===== src/common/wmcat_pkg.sv =====
`default_nettype none
package wmcat_pkg;

  // ==========================================================
  // Dimensions
  localparam int NUM_AC     = 4;
  localparam int AC_W       = 2;
  localparam int BO_W       = 10;
  localparam int IFS_W      = 10;
  localparam int NAV_W      = 16;
  localparam int TSF_W      = 64;
  localparam int SLEEP_W    = 32;
  localparam int NUM_TRIG   = 2;

  // ==========================================================
  // Timing, 40 MHz system clock
  localparam int  CLK_MHZ        = 40;
  localparam int  US_TIME        = 1;
  localparam int  US_CYCLES      = US_TIME * CLK_MHZ;
  localparam int  SLOT_US        = 9;
  localparam int  SIFS_US        = 10;
  localparam int  RIFS_US        = 2;
  localparam logic [IFS_W-1:0] SLOT_CYC = IFS_W'(SLOT_US * US_CYCLES);
  localparam logic [IFS_W-1:0] SIFS_CYC = IFS_W'(SIFS_US * US_CYCLES);
  localparam logic [IFS_W-1:0] RIFS_CYC = IFS_W'(RIFS_US * US_CYCLES);
  localparam logic [5:0]       US_DIV   = 6'(US_CYCLES - 1);

  // ==========================================================
  // Reset values
  localparam logic [2:0] COEX_PIN_MODE_RST = 3'h7;
  localparam logic       COEX_FREQ_SEL_RST = 1'h0;

  // ==========================================================
  // Enumerations and carriers
  typedef enum logic { WMCAT_POL_FIXED, WMCAT_POL_ROUND } wmcat_policy_t;
  typedef enum logic [1:0] { WMCAT_TX_NONE, WMCAT_TX_SIFS, WMCAT_TX_RIFS, WMCAT_TX_BO }
    wmcat_txkind_t;

  typedef struct packed {
    logic             load;
    logic [AC_W-1:0]  ac;
    logic [BO_W-1:0]  count;
  } wmcat_bo_load_t;

  typedef struct packed {
    logic             sched;
    logic [AC_W-1:0]  queue;
    logic             use_sifs;
    logic             use_rifs;
  } wmcat_tx_req_t;

  typedef struct packed {
    logic             start;
    logic [AC_W-1:0]  queue;
    wmcat_txkind_t    kind;
  } wmcat_tx_go_t;

  typedef struct packed {
    logic             load;
    logic [TSF_W-1:0] stamp;
  } wmcat_tsf_load_t;

endpackage : wmcat_pkg
`default_nettype wire


===== src/logic/wmcat_backoff.sv =====
`timescale 1ns/100ps
`default_nettype none
module wmcat_backoff
(
  input  wire logic                          clk_sys_i,
  input  wire logic                          rst_i,
  input  wire logic                          slot_end_i,
  input  wire logic                          idle_i,
  input  wire logic                          load_i,
  input  wire logic [wmcat_pkg::BO_W-1:0]    count_i,
  input  wire logic                          clear_i,
  output logic                               zero_o
);

  logic [wmcat_pkg::BO_W-1:0] count;
  logic                       armed;
  wire                        dec_en = armed && slot_end_i && idle_i && (count != '0);

  always_ff @(posedge clk_sys_i)
  begin
    if (rst_i || clear_i)
    begin
      count <= '0;
      armed <= 1'b0;
    end
    else if (load_i)
    begin
      count <= count_i;
      armed <= 1'b1;
    end
    else if (dec_en)
      count <= count - 1'b1;
  end

  // Reaching zero flags the category until the engine clears it
  always_ff @(posedge clk_sys_i)
  begin
    if (rst_i)
      zero_o <= 1'b0;
    else
      zero_o <= armed && !clear_i && !load_i && (count == '0);
  end

endmodule : wmcat_backoff
`default_nettype wire


===== src/logic/wmcat_top.sv =====
`timescale 1ns/100ps
`default_nettype none
// Contract
// - INTERFRAME_TIMING_UNIT timers start when channel activity ends
// - Back-off counts idle slots, pauses when busy
// - Zero back-off notifies the transmit engine
// - Simultaneous zeros grant exactly one, by policy
// - Engine picks queue from channel-access info
// - Scheduled frame starts only on timing trigger
// - SIFS/RIFS triggers drive responses and bursts
// - Sleep timer on slow tick wakes MAC
// - TSF advanced by elapsed sleep on wake
// - TSF loads beacon timestamps on command
// - Track TBTT, pulse programmed offset triggers
// - NAV from duration, nonzero means virtual busy
// - Drive tx permit, accept peer coexistence inputs
// - Three pins coex default; freq pin GPIO default
module wmcat_top
(
  input  wire logic                              clk_sys_i,
  input  wire logic                              rst_i,
  input  wire logic                              phy_busy_i,
  input  wire logic                              slow_tick_i,
  input  wire wmcat_pkg::wmcat_bo_load_t         bo_load_i,
  input  wire wmcat_pkg::wmcat_policy_t          policy_i,
  input  wire logic                              grant_ack_i,
  input  wire wmcat_pkg::wmcat_tx_req_t          tx_req_i,
  input  wire logic                              nav_upd_i,
  input  wire logic [wmcat_pkg::NAV_W-1:0]       nav_dur_i,
  input  wire wmcat_pkg::wmcat_tsf_load_t        tsf_load_i,
  input  wire logic [wmcat_pkg::TSF_W-1:0]       tbtt_i,
  input  wire logic [wmcat_pkg::TSF_W-1:0]       beacon_int_i,
  input  wire logic [wmcat_pkg::TSF_W-1:0]       trig_off_i [wmcat_pkg::NUM_TRIG],
  input  wire logic                              sleep_go_i,
  input  wire logic [wmcat_pkg::SLEEP_W-1:0]     sleep_cnt_i,
  input  wire logic [2:0]                        coex_pin_mode_i,
  input  wire logic                              coex_freq_sel_i,
  input  wire logic                              coex_mode_wr_i,
  input  wire logic                              coex_permit_i,
  input  wire logic                              coex_priority_direction_i,
  input  wire logic                              coex_peer_active_i,
  input  wire logic                              coex_restricted_channel_i,
  output logic [wmcat_pkg::NUM_AC-1:0]           bo_grant_o,
  output logic                                   sifs_trig_o,
  output logic                                   rifs_trig_o,
  output logic                                   slot_trig_o,
  output wmcat_pkg::wmcat_tx_go_t                tx_go_o,
  output logic                                   nav_busy_o,
  output logic                                   medium_idle_o,
  output logic [wmcat_pkg::TSF_W-1:0]            tsf_o,
  output logic                                   tbtt_o,
  output logic [wmcat_pkg::NUM_TRIG-1:0]         trig_o,
  output logic                                   mac_clk_en_o,
  output logic                                   wake_o,
  output logic                                   coex_tx_permit_o,
  output logic [2:0]                             coex_pin_mode_o,
  output logic                                   coex_freq_sel_o,
  output logic [2:0]                             coex_status_o
);

  // ==========================================================
  // Pin synchronisers
  logic [1:0] busy_s;
  logic [1:0] tick_s;
  logic [1:0] prio_s;
  logic [1:0] act_s;
  logic [1:0] freq_s;

  always_ff @(posedge clk_sys_i)
  begin
    if (rst_i)
    begin
      busy_s <= '0;
      tick_s <= '0;
      prio_s <= '0;
      act_s  <= '0;
      freq_s <= '0;
    end
    else
    begin
      busy_s <= {busy_s[0], phy_busy_i};
      tick_s <= {tick_s[0], slow_tick_i};
      prio_s <= {prio_s[0], coex_priority_direction_i};
      act_s  <= {act_s[0], coex_peer_active_i};
      freq_s <= {freq_s[0], coex_restricted_channel_i};
    end
  end

  wire busy_q = busy_s[1];
  logic busy_d;
  logic tick_d;
  wire phy_end   = busy_d && !busy_q;
  wire slow_edge = tick_s[1] && !tick_d;

  // ==========================================================
  // Microsecond divider and NAV
  logic [5:0]                  us_cnt;
  logic [wmcat_pkg::NAV_W-1:0] nav;
  wire us_tick  = (us_cnt == wmcat_pkg::US_DIV);
  wire nav_nz   = (nav != '0);
  wire idle_now = !busy_q && !nav_nz;

  always_ff @(posedge clk_sys_i)
  begin
    if (rst_i)
    begin
      us_cnt <= '0;
      nav    <= '0;
      busy_d <= 1'b0;
      tick_d <= 1'b0;
    end
    else
    begin
      us_cnt <= us_tick ? '0 : us_cnt + 1'b1;
      busy_d <= busy_q;
      tick_d <= tick_s[1];
      if (nav_upd_i && nav_dur_i > nav)
        nav <= nav_dur_i;
      else if (us_tick && nav_nz)
        nav <= nav - 1'b1;
    end
  end

  // ==========================================================
  // Interframe timers
  logic [wmcat_pkg::IFS_W-1:0] ifs_cnt;
  logic                        ifs_run;
  logic [wmcat_pkg::IFS_W-1:0] slot_cnt;
  wire sifs_hit = ifs_run && (ifs_cnt == wmcat_pkg::SIFS_CYC - 1'b1);
  wire rifs_hit = ifs_run && (ifs_cnt == wmcat_pkg::RIFS_CYC - 1'b1);
  wire slot_end = idle_now && (slot_cnt == wmcat_pkg::SLOT_CYC - 1'b1);

  always_ff @(posedge clk_sys_i)
  begin
    if (rst_i || busy_q)
    begin
      ifs_cnt  <= '0;
      ifs_run  <= 1'b0;
      slot_cnt <= '0;
    end
    else
    begin
      if (phy_end)
      begin
        ifs_cnt <= '0;
        ifs_run <= 1'b1;
      end
      else if (sifs_hit)
        ifs_run <= 1'b0;
      else if (ifs_run)
        ifs_cnt <= ifs_cnt + 1'b1;
      // Slot phase restarts whenever the virtual carrier is busy
      if (!idle_now || slot_end)
        slot_cnt <= '0;
      else
        slot_cnt <= slot_cnt + 1'b1;
    end
  end

  // ==========================================================
  // Back-off engines and arbitration
  logic [wmcat_pkg::NUM_AC-1:0] bo_zero;
  logic [wmcat_pkg::NUM_AC-1:0] bo_clear;
  logic [wmcat_pkg::AC_W-1:0]   rr_ptr;
  logic                         grant_hold;

  genvar g;
  generate
    for (g = 0; g < wmcat_pkg::NUM_AC; g++)
    begin : g_bo
      wire ld = bo_load_i.load && (bo_load_i.ac == wmcat_pkg::AC_W'(g));
      wmcat_backoff u_bo
      (
        .clk_sys_i (clk_sys_i),
        .rst_i     (rst_i),
        .slot_end_i(slot_end),
        .idle_i    (idle_now),
        .load_i    (ld),
        .count_i   (bo_load_i.count),
        .clear_i   (bo_clear[g]),
        .zero_o    (bo_zero[g])
      );
    end
  endgenerate

  // Last requester in rotated order from the start wins; fixed policy starts at 0
  function automatic logic [wmcat_pkg::NUM_AC-1:0] pick_one
  (
    input logic [wmcat_pkg::NUM_AC-1:0] req,
    input logic [wmcat_pkg::AC_W-1:0]   start
  );
    logic [wmcat_pkg::NUM_AC-1:0] res;
    logic [wmcat_pkg::AC_W-1:0]   idx;
    res = '0;
    for (int i = 0; i < wmcat_pkg::NUM_AC; i++)
    begin
      idx = start + wmcat_pkg::AC_W'(i);
      if (req[idx])
        res = '0;
      if (req[idx])
        res[idx] = 1'b1;
    end
    return res;
  endfunction : pick_one

  wire [wmcat_pkg::AC_W-1:0]   arb_start =
    (policy_i == wmcat_pkg::WMCAT_POL_ROUND) ? rr_ptr : '0;
  wire [wmcat_pkg::NUM_AC-1:0] arb_win = pick_one(bo_zero, arb_start);
  assign bo_clear = grant_ack_i ? bo_grant_o : '0;

  always_ff @(posedge clk_sys_i)
  begin
    if (rst_i)
    begin
      bo_grant_o <= '0;
      grant_hold <= 1'b0;
      rr_ptr     <= '0;
    end
    else if (grant_ack_i || !grant_hold)
    begin
      // Grant stays put until acknowledged, so the engine sees a stable choice
      bo_grant_o <= grant_ack_i ? '0 : arb_win;
      grant_hold <= !grant_ack_i && (arb_win != '0);
      if (grant_ack_i)
        rr_ptr <= rr_ptr + 1'b1;
    end
  end

  // ==========================================================
  // Transmit trigger
  wmcat_pkg::wmcat_tx_req_t pend;
  wire bo_ok  = |(bo_grant_o & (wmcat_pkg::NUM_AC'(1) << pend.queue));
  wire go_now = pend.sched && ((pend.use_rifs && rifs_hit) ||
                (pend.use_sifs && sifs_hit) ||
                (!pend.use_sifs && !pend.use_rifs && bo_ok));
  wire wmcat_pkg::wmcat_txkind_t go_kind =
    pend.use_rifs ? wmcat_pkg::WMCAT_TX_RIFS :
    pend.use_sifs ? wmcat_pkg::WMCAT_TX_SIFS : wmcat_pkg::WMCAT_TX_BO;

  always_ff @(posedge clk_sys_i)
  begin
    if (rst_i)
    begin
      pend    <= '0;
      tx_go_o <= '0;
    end
    else
    begin
      tx_go_o.start <= go_now;
      tx_go_o.queue <= pend.queue;
      tx_go_o.kind  <= go_now ? go_kind : wmcat_pkg::WMCAT_TX_NONE;
      if (tx_req_i.sched)
        pend <= tx_req_i;
      else if (go_now)
        pend.sched <= 1'b0;
    end
  end

  // ==========================================================
  // TSF, TBTT, offset triggers and sleep
  logic [wmcat_pkg::TSF_W-1:0]   tsf;
  logic [wmcat_pkg::TSF_W-1:0]   tbtt_next;
  logic [wmcat_pkg::SLEEP_W-1:0] sleep_left;
  logic [wmcat_pkg::SLEEP_W-1:0] sleep_len;
  logic                          asleep;
  wire sleep_done = asleep && slow_edge && (sleep_left <= 1);

  always_ff @(posedge clk_sys_i)
  begin
    if (rst_i)
    begin
      tsf        <= '0;
      tbtt_next  <= '0;
      tbtt_o     <= 1'b0;
      trig_o     <= '0;
      asleep     <= 1'b0;
      sleep_left <= '0;
      sleep_len  <= '0;
      wake_o     <= 1'b0;
    end
    else
    begin
      wake_o <= sleep_done;
      if (tsf_load_i.load)
        tsf <= tsf_load_i.stamp;
      else if (sleep_done)
        tsf <= tsf + wmcat_pkg::TSF_W'(sleep_len);
      else if (us_tick && !asleep)
        tsf <= tsf + 1'b1;
      tbtt_o <= !asleep && (tsf == tbtt_next);
      if (tsf == tbtt_next && !asleep)
        tbtt_next <= tbtt_next + beacon_int_i;
      else if (tbtt_next < tbtt_i || tsf_load_i.load)
        tbtt_next <= tbtt_i;
      // Offsets count from the last target, since the next one has already moved on
      for (int t = 0; t < wmcat_pkg::NUM_TRIG; t++)
        trig_o[t] <= us_tick && (tsf == tbtt_next - beacon_int_i + trig_off_i[t]);
      if (sleep_go_i && !asleep)
      begin
        asleep     <= 1'b1;
        sleep_left <= sleep_cnt_i;
        sleep_len  <= sleep_cnt_i;
      end
      else if (sleep_done)
        asleep <= 1'b0;
      else if (asleep && slow_edge)
        sleep_left <= sleep_left - 1'b1;
    end
  end

  // ==========================================================
  // Status outputs and coexistence
  always_ff @(posedge clk_sys_i)
  begin
    if (rst_i)
    begin
      sifs_trig_o      <= 1'b0;
      rifs_trig_o      <= 1'b0;
      slot_trig_o      <= 1'b0;
      nav_busy_o       <= 1'b0;
      medium_idle_o    <= 1'b0;
      tsf_o            <= '0;
      mac_clk_en_o     <= 1'b1;
      coex_tx_permit_o <= 1'b0;
      coex_pin_mode_o  <= wmcat_pkg::COEX_PIN_MODE_RST;
      coex_freq_sel_o  <= wmcat_pkg::COEX_FREQ_SEL_RST;
      coex_status_o    <= '0;
    end
    else
    begin
      sifs_trig_o   <= sifs_hit;
      rifs_trig_o   <= rifs_hit;
      slot_trig_o   <= slot_end;
      nav_busy_o    <= nav_nz;
      medium_idle_o <= idle_now;
      tsf_o         <= tsf;
      mac_clk_en_o  <= !(asleep && !sleep_done);
      // Permit only while the pin is in coexistence use
      coex_tx_permit_o <= coex_permit_i && coex_pin_mode_o[0];
      coex_status_o <= {freq_s[1] && coex_freq_sel_o,
                        act_s[1] && coex_pin_mode_o[2],
                        prio_s[1] && coex_pin_mode_o[1]};
      if (coex_mode_wr_i)
      begin
        coex_pin_mode_o <= coex_pin_mode_i;
        coex_freq_sel_o <= coex_freq_sel_i;
      end
    end
  end

endmodule : wmcat_top
`default_nettype wire


===== config.mk =====
export PLATFORM = sky130hd
export DESIGN_NAME = wmcat_top
export DESIGN_NICKNAME = d
export VERILOG_FILES = /design/src/common/wmcat_pkg.sv /design/src/logic/wmcat_backoff.sv /design/src/logic/wmcat_top.sv
export SDC_FILE = /design/constraint.sdc
export NUM_CORES = 2
export LEC_CHECK = 0
export BUFFER_PORTS_ARGS = -buffer_cell sky130_fd_sc_hd__buf_2
export CORE_UTILIZATION = 55
export CTS_CLUSTER_DIAMETER = 200
export DETAILED_ROUTE_END_ITERATION = 6
export PLACE_DENSITY = 0.78
export SYNTH_ARGS = -nofsm -noshare
export SYNTH_HDL_FRONTEND = slang
export SYNTH_SLANG_ARGS = --single-unit

===== constraint.sdc =====
create_clock -name clk_sys_i -period 7.2 [get_ports clk_sys_i]
set_clock_uncertainty 0.15 [all_clocks]
set_input_delay 1.44 -clock clk_sys_i [delete_from_list [all_inputs] [get_ports clk_sys_i]]
set_output_delay 1.44 -clock clk_sys_i [all_outputs]
set_load 0.03 [all_outputs]

---- Word-level counts from Yosys, hierarchy flattened ----
Cells that the tools add are included.
storage, ports and cells
  bits in registers ....................... 395
  input bits .............................. 404
  logic and storage cells ................. 272
cells by class
  add/subtract/negate cells ............... 19
  order comparisons ....................... 11
  equality and inequality tests ........... 11
  shift operators ......................... 1
  mux-type cells .......................... 52
  bitwise logic cells ..................... 6
  reductions and logical operators ........ 118
operators with widths
  kind                                                   number
  2-to-1 mux 64 bit                                      5
  adder 64 bit                                           3
  equality test 64 bit                                   3
  2-to-1 mux 32 bit                                      3
  2-to-1 mux 10 bit                                      8
  adder 64 x 1 -> 64 bit (second input constant)         1
  adder 64 x 32 -> 64 bit                                1
  less-than comparator 64 bit                            1
  subtractor 64 bit                                      1
  logical AND 1 bit                                      58
  logical NOT 10 bit                                     4
  nonzero test 10 bit                                    4
  subtractor 10 x 1 -> 10 bit (second input constant)    4
  2-to-1 mux 4 bit                                       9
  <= comparator 32 x 1 -> 1 bit (second input constant)  1
  2-to-1 mux 16 bit                                      2
  subtractor 32 x 1 -> 32 bit (second input constant)    1
  adder 10 x 1 -> 10 bit (second input constant)         2
  equality test 10 x 9 -> 1 bit (second input constant)  2
  nonzero test 2 bit                                     10
  logical NOT 1 bit                                      19
  greater-than comparator 16 bit                         1
  nonzero test 16 bit                                    1
  subtractor 16 x 1 -> 16 bit (second input constant)    1
  26 further kinds                                       73

---- Logic depth before layout (Yosys ltp) ----
  depth after elaboration ................. 17
  gate-level depth with buffers ........... 29

---- By module ----
Synthesis repeated with hierarchy kept, for this count alone.
second synthesis, totals
  cells, all modules ...................... 5317
  area total of the unflattened synthesis .. 39872.0 sq um
by module, submodules not included
  module         instances  cells each  area each (sq um)  sequential area each (sq um)
  wmcat_top      1          5001        37174.4            6946.7
  wmcat_backoff  4          79          674.4              240.2

---- Least setup slack after synthesis ----
Ideal clock, no wire load.
  kind .................................... input to register
  start ................................... input beacon_int_i[33] in the netlist's numbering
  end ..................................... register trig_o[0] in the netlist's numbering
  data arrival time ....................... 7.142 ns
  data required time ...................... 6.962 ns
  path slack .............................. -0.180 ns
  cell stages on the path ................. 27
  buffers on the path ..................... 1
  cells stage by stage .................... inv_1 ha_1 clkbuf_1 and4_1 nand4_1 a211oi_1 o21bai_1 o221a_2 a21oi_1 o21a_1 o211ai_1 or4_1 a311oi_1 xor2_1 ha_1 xnor2_1 or3_1 o22ai_1 a221oi_1 o2111ai_1 a2111oi_0 and4_2 nand4_1 a2111o_1 nor4_1 nand4_1 nor4_2
on the way
  longest elaborated chain between the ends .. 4
RTL lines
  element                        RTL line          RTL
  start, declared                wmcat_top.sv:32   input wire logic [wmcat_pkg::TSF_W-1:0] beacon_int_i,
  subtractor 64 bit              wmcat_top.sv:297  trig_o[t] <= us_tick && (tsf == tbtt_next - beacon_int_i + trig_off_i[t]);
  adder 64 bit                   wmcat_top.sv:297
  equality test 64 bit           wmcat_top.sv:297
  logical AND 1 bit              wmcat_top.sv:297
  end signal, assigned by index  wmcat_top.sv:297
  end, declared                  wmcat_top.sv:52   output logic [wmcat_pkg::NUM_TRIG-1:0] trig_o,
No other way between the ends.
A chain may end at the register's enable or synchronous reset.

---- Worst setup path in the final report ----
  start ................................... input beacon_int_i[0] in the netlist's numbering
  end ..................................... register trig_o[0] in the netlist's numbering
The elaborated chain is that of the path after synthesis.

==> qor.csv <==
stage;metric;value;unit
run_status;status;finished, violations left;
run_status;violated checks;DRC, setup timing;
pwr;Power, Total;12800;µW
floorplanning;Die Area;73600;µm²
synthesis;distinct cell type count after synthesis;114;
synthesis;ys flop type;dfxtp_1;
cells_and_area;Area growth syn-to-layout;32.8;%
placement;RePlAce Congestion;1.16;
pwr;clock network power share;20.6;%
floorplanning;core area;71600;µm²
global_routing;vias in the first global route;46582;
detailed_routing;met2 WL;81.2;mm
synthesis;YS warnings;0;
detailed_routing;Final ANT Viol Nets;0;
worst_setup_path;most frequent CP cell;buf_4;
min_path;HP Class;register to register;
floorplanning;Die Ht;271;µm
timing;Slew Viols, Final;0;
worst_setup_path;endpoint type of the worst setup path;register;
worst_setup_path;crit path launch type;input port;
min_path;Hold Crit Depth;2;
cts;clock buffer count from CTS;46;
detailed_routing;Via density;6.33;
floorplanning;initial core utilization;55.7;%
worst_setup_path;WP data arrival;7.80;ns
synthesis;syn nets;6188;
pwr;Switching Fraction;44.1;%
cells_and_area;share of post-route cells with drive strength above 1;27.4;%
worst_setup_path;critical path class;input port to register;
pwr;Switching Power;5630;µW
detailed_routing;drt drc;3;
worst_setup_path;Worst path depth;30;
floorplanning;io pins;495;
global_routing;largest net degree at the start of global routing;88;
synthesis;Syn Area/Cell;7.44;µm²
cts;Worst-Skew Late Latency;0.64;ns
global_routing;initial antenna violation count;35;
timing;Final Critical Period;7.39;ns
cts;clock sinks;395;
worst_setup_path;Req. time, crit path;7.61;ns
detailed_routing;DR top layer;met5;
cts;Root Driver;clkbuf_16;
detailed_routing;DRT Pass-1 Iters;7;
cells_and_area;fillcell total;5486;
cts;Max clock buf depth;3;
pwr;peak supply drop;229;µV
pwr;share of power burned in registers;19.7;%
pwr;PD cells;241;nW/µm²
global_routing;first-pass GRT wire length;282;mm
worst_setup_path;Max FO, Critical Path;4;
cells_and_area;register area;7910;µm²
detailed_routing;drt total wl;193;mm
timing;Final WS setup;-0.194;ns
global_routing;Tot GR Track Use;50.3;%
pwr;Lkg Pwr;0.0251;µW
floorplanning;Chip Width;271;µm
detailed_routing;Met1 Wirelength;70.3;mm
placement;post-DP HPWL;156;mm
cts;CTS tree;built;
timing;Max-Slew Margin vs Limit;12.6;%
pwr;Int Pwr;7130;µW
timing;Fin Hold WS;0.301;ns
timing;final setup vio count;2;
worst_setup_path;Crit path max-delay family;simple AND/OR/NAND/NOR gates;
timing;ratio of final minimum period to clock period;103;%
pwr;combinational power share;59.7;%
placement;Port Buffers;494;
cells_and_area;area of the multi-input gates;30500;µm²
synthesis;register bit count reported by yosys;395;
floorplanning;site row count;98;
synthesis;Mapped Cells;5361;
timing;RSZ-0062 raised after global routing;yes;
cells_and_area;Layout Utilization;74.0;%
timing;Tightest Pin Transition;1.30;ns
cells_and_area;nets;7516;
run;maxcap violations;0;
cts;H-tree depth;2;
cells_and_area;Post-Layout Cell Count;7701;
timing;setup tns final;-0.330;ns
global_routing;grt ovf;0;
detailed_routing;Initial DRC Count;5785;
synthesis;Mapped Area;39900;µm²
synthesis;asr flop ratio synth;0;%
worst_setup_path;WP buf/inv;6;
timing;Max Freq;135;MHz
worst_setup_path;Worst path max stage delay;0.56;ns
cts;Reg clk slew, reported paths;0.07;ns
placement;Cells after DPL;7570;
cts;# hold bufs at CTS;0;
worst_setup_path;slowest CP cell;or4_4;
timing;final-report hold violation count;0;
detailed_routing;via count;48728;
synthesis;Post-synth EDFFs;0;
detailed_routing;wire length on met3;23.4;mm
worst_setup_path;Worst Reg-to-Reg Cells;30;
synthesis;sequential area share after synthesis;19.8;%
detailed_routing;wire per inst;25.0;µm
-- worst paths after layout --
kind                                                start                         to  slack, ns
worst max-delay path                      beacon_int_i[0]       trig_o[0]$_SDFF_PP0_      -0.19
worst min-delay path            sleep_len[9]$_SDFFE_PP0P_  sleep_len[9]$_SDFFE_PP0P_       0.30
worst max register to register  tbtt_next[0]$_SDFFE_PP0P_       trig_o[0]$_SDFF_PP0_       0.27
worst min register to register  sleep_len[9]$_SDFFE_PP0P_  sleep_len[9]$_SDFFE_PP0P_       0.30
-- per-layer routing --
metal,up-vias,global-route usage (%)
li1,22003,-
met1,22626,59.6
met2,3209,76.7
met3,854,14.5
met4,36,38.5
met5,-,0
-- cell usage in the layout (no fill, tap or decap), types with 146 or more instances in the layout --
cell type and instances:
a21oi_1 484, buf_2 487, buf_4 1046, dfxtp_1 395, ha_1 408, inv_1 315
nand2_1 422, nor2_1 552, nor3_1 146, o21ai_0 218, xnor2_1 262, xor2_1 170
-- worst register-to-register path: cells and delay by family, from the launching register on --
family | cells | cell delay, ns
compound gates | 10 | 2.05
xor+xnor | 2 | 0.40
fa+ha+maj | 3 | 0.88
buf+inv | 6 | 0.93
flops | 1 | 0.33
simple gates | 9 | 2.16
-- synth_stat cells (123+ instances only) --
cell type | count | area (µm²)
o21ai_0 | 232 | 1160
nor2_1 | 556 | 2090
inv_1 | 315 | 1180
clkbuf_1 | 201 | 754
nor3_1 | 149 | 746
nand2_1 | 426 | 1600
a21oi_1 | 516 | 2580
dfxtp_1 | 395 | 7910
xnor2_1 | 275 | 2410
xor2_1 | 174 | 1520
a211oi_1 | 142 | 1070
ha_1 | 418 | 5230
nand4_1 | 123 | 769
-- logic make-up (layout without fill, tap and decap cells) --
family	after synthesis	count (layout)	share of synthesized area, %
AO/OA/AOI/OAI	1530	1530	25.0
XOR/XNOR	450	450	9.92
adder cells (fa/ha/maj)	423	423	13.4
buffers and inverters	579	1944	5.77
flip-flops	395	395	19.8
multiplexers	137	137	3.51
other	0	25	0
AND/OR/NAND/NOR	1847	1847	22.6
-- state kept, by name (all words and copies together) (netlist names), 3 cells and up --
register / cells
sleep_len: 32
g_bo.u_bo.armed: 4
us_cnt: 6
g_bo.u_bo.zero_o: 4
pend: 5
tsf: 64
coex_status_o: 3
coex_pin_mode_o: 3
sleep_left: 32
nav: 16
g_bo.u_bo.count: 40
slot_cnt: 10
ifs_cnt: 10
bo_grant_o: 4
tx_go_o: 5
tbtt_next: 64
tsf_o: 64
-- repair_timing --
item | 4_1_cts | 5_1_grt
gates resized for setup | 97 | 60
endpoints found under the hold margin | 0 | 0
buffers inserted | 12 | 9
pin swaps | 42 | 32
endpoints found under the setup margin | 2 | 2
-- layout make-up --
type                    instances  area share [%]
repair buffers               1543            19.7
multi-input cells            4387            57.6
flip-flops and latches        395            14.9
well taps                     950            2.24
clock inverters                28           0.787
inverters                     316            2.24
clock buffers                  57            2.38
diodes                         25           0.118
-- power by group through the flow --
stage	registers (µW)	logic, µW	clock network (µW)
5_1_grt	2510	7950	2710
3_5_place_dp	2540	7000	0
4_1_cts	2490	7200	2620
2_1_floorplan	2490	3490	0
3_3_place_gp	2530	6960	0
6_report	2510	7620	2630
-- through the flow --
| step | setup slack [ns] | area [µm²] |
|---|---|---|
| final | -0.194 | 53000 |
| after global routing | -0.411 | 52900 |
| after CTS | 0.00393 | 52600 |
| after detailed placement | -1.51 | 50300 |
| after global placement | -1.26 | 50300 |
| after floorplan | 0.00354 | 39900 |
(Power assumes the default switching activity.)
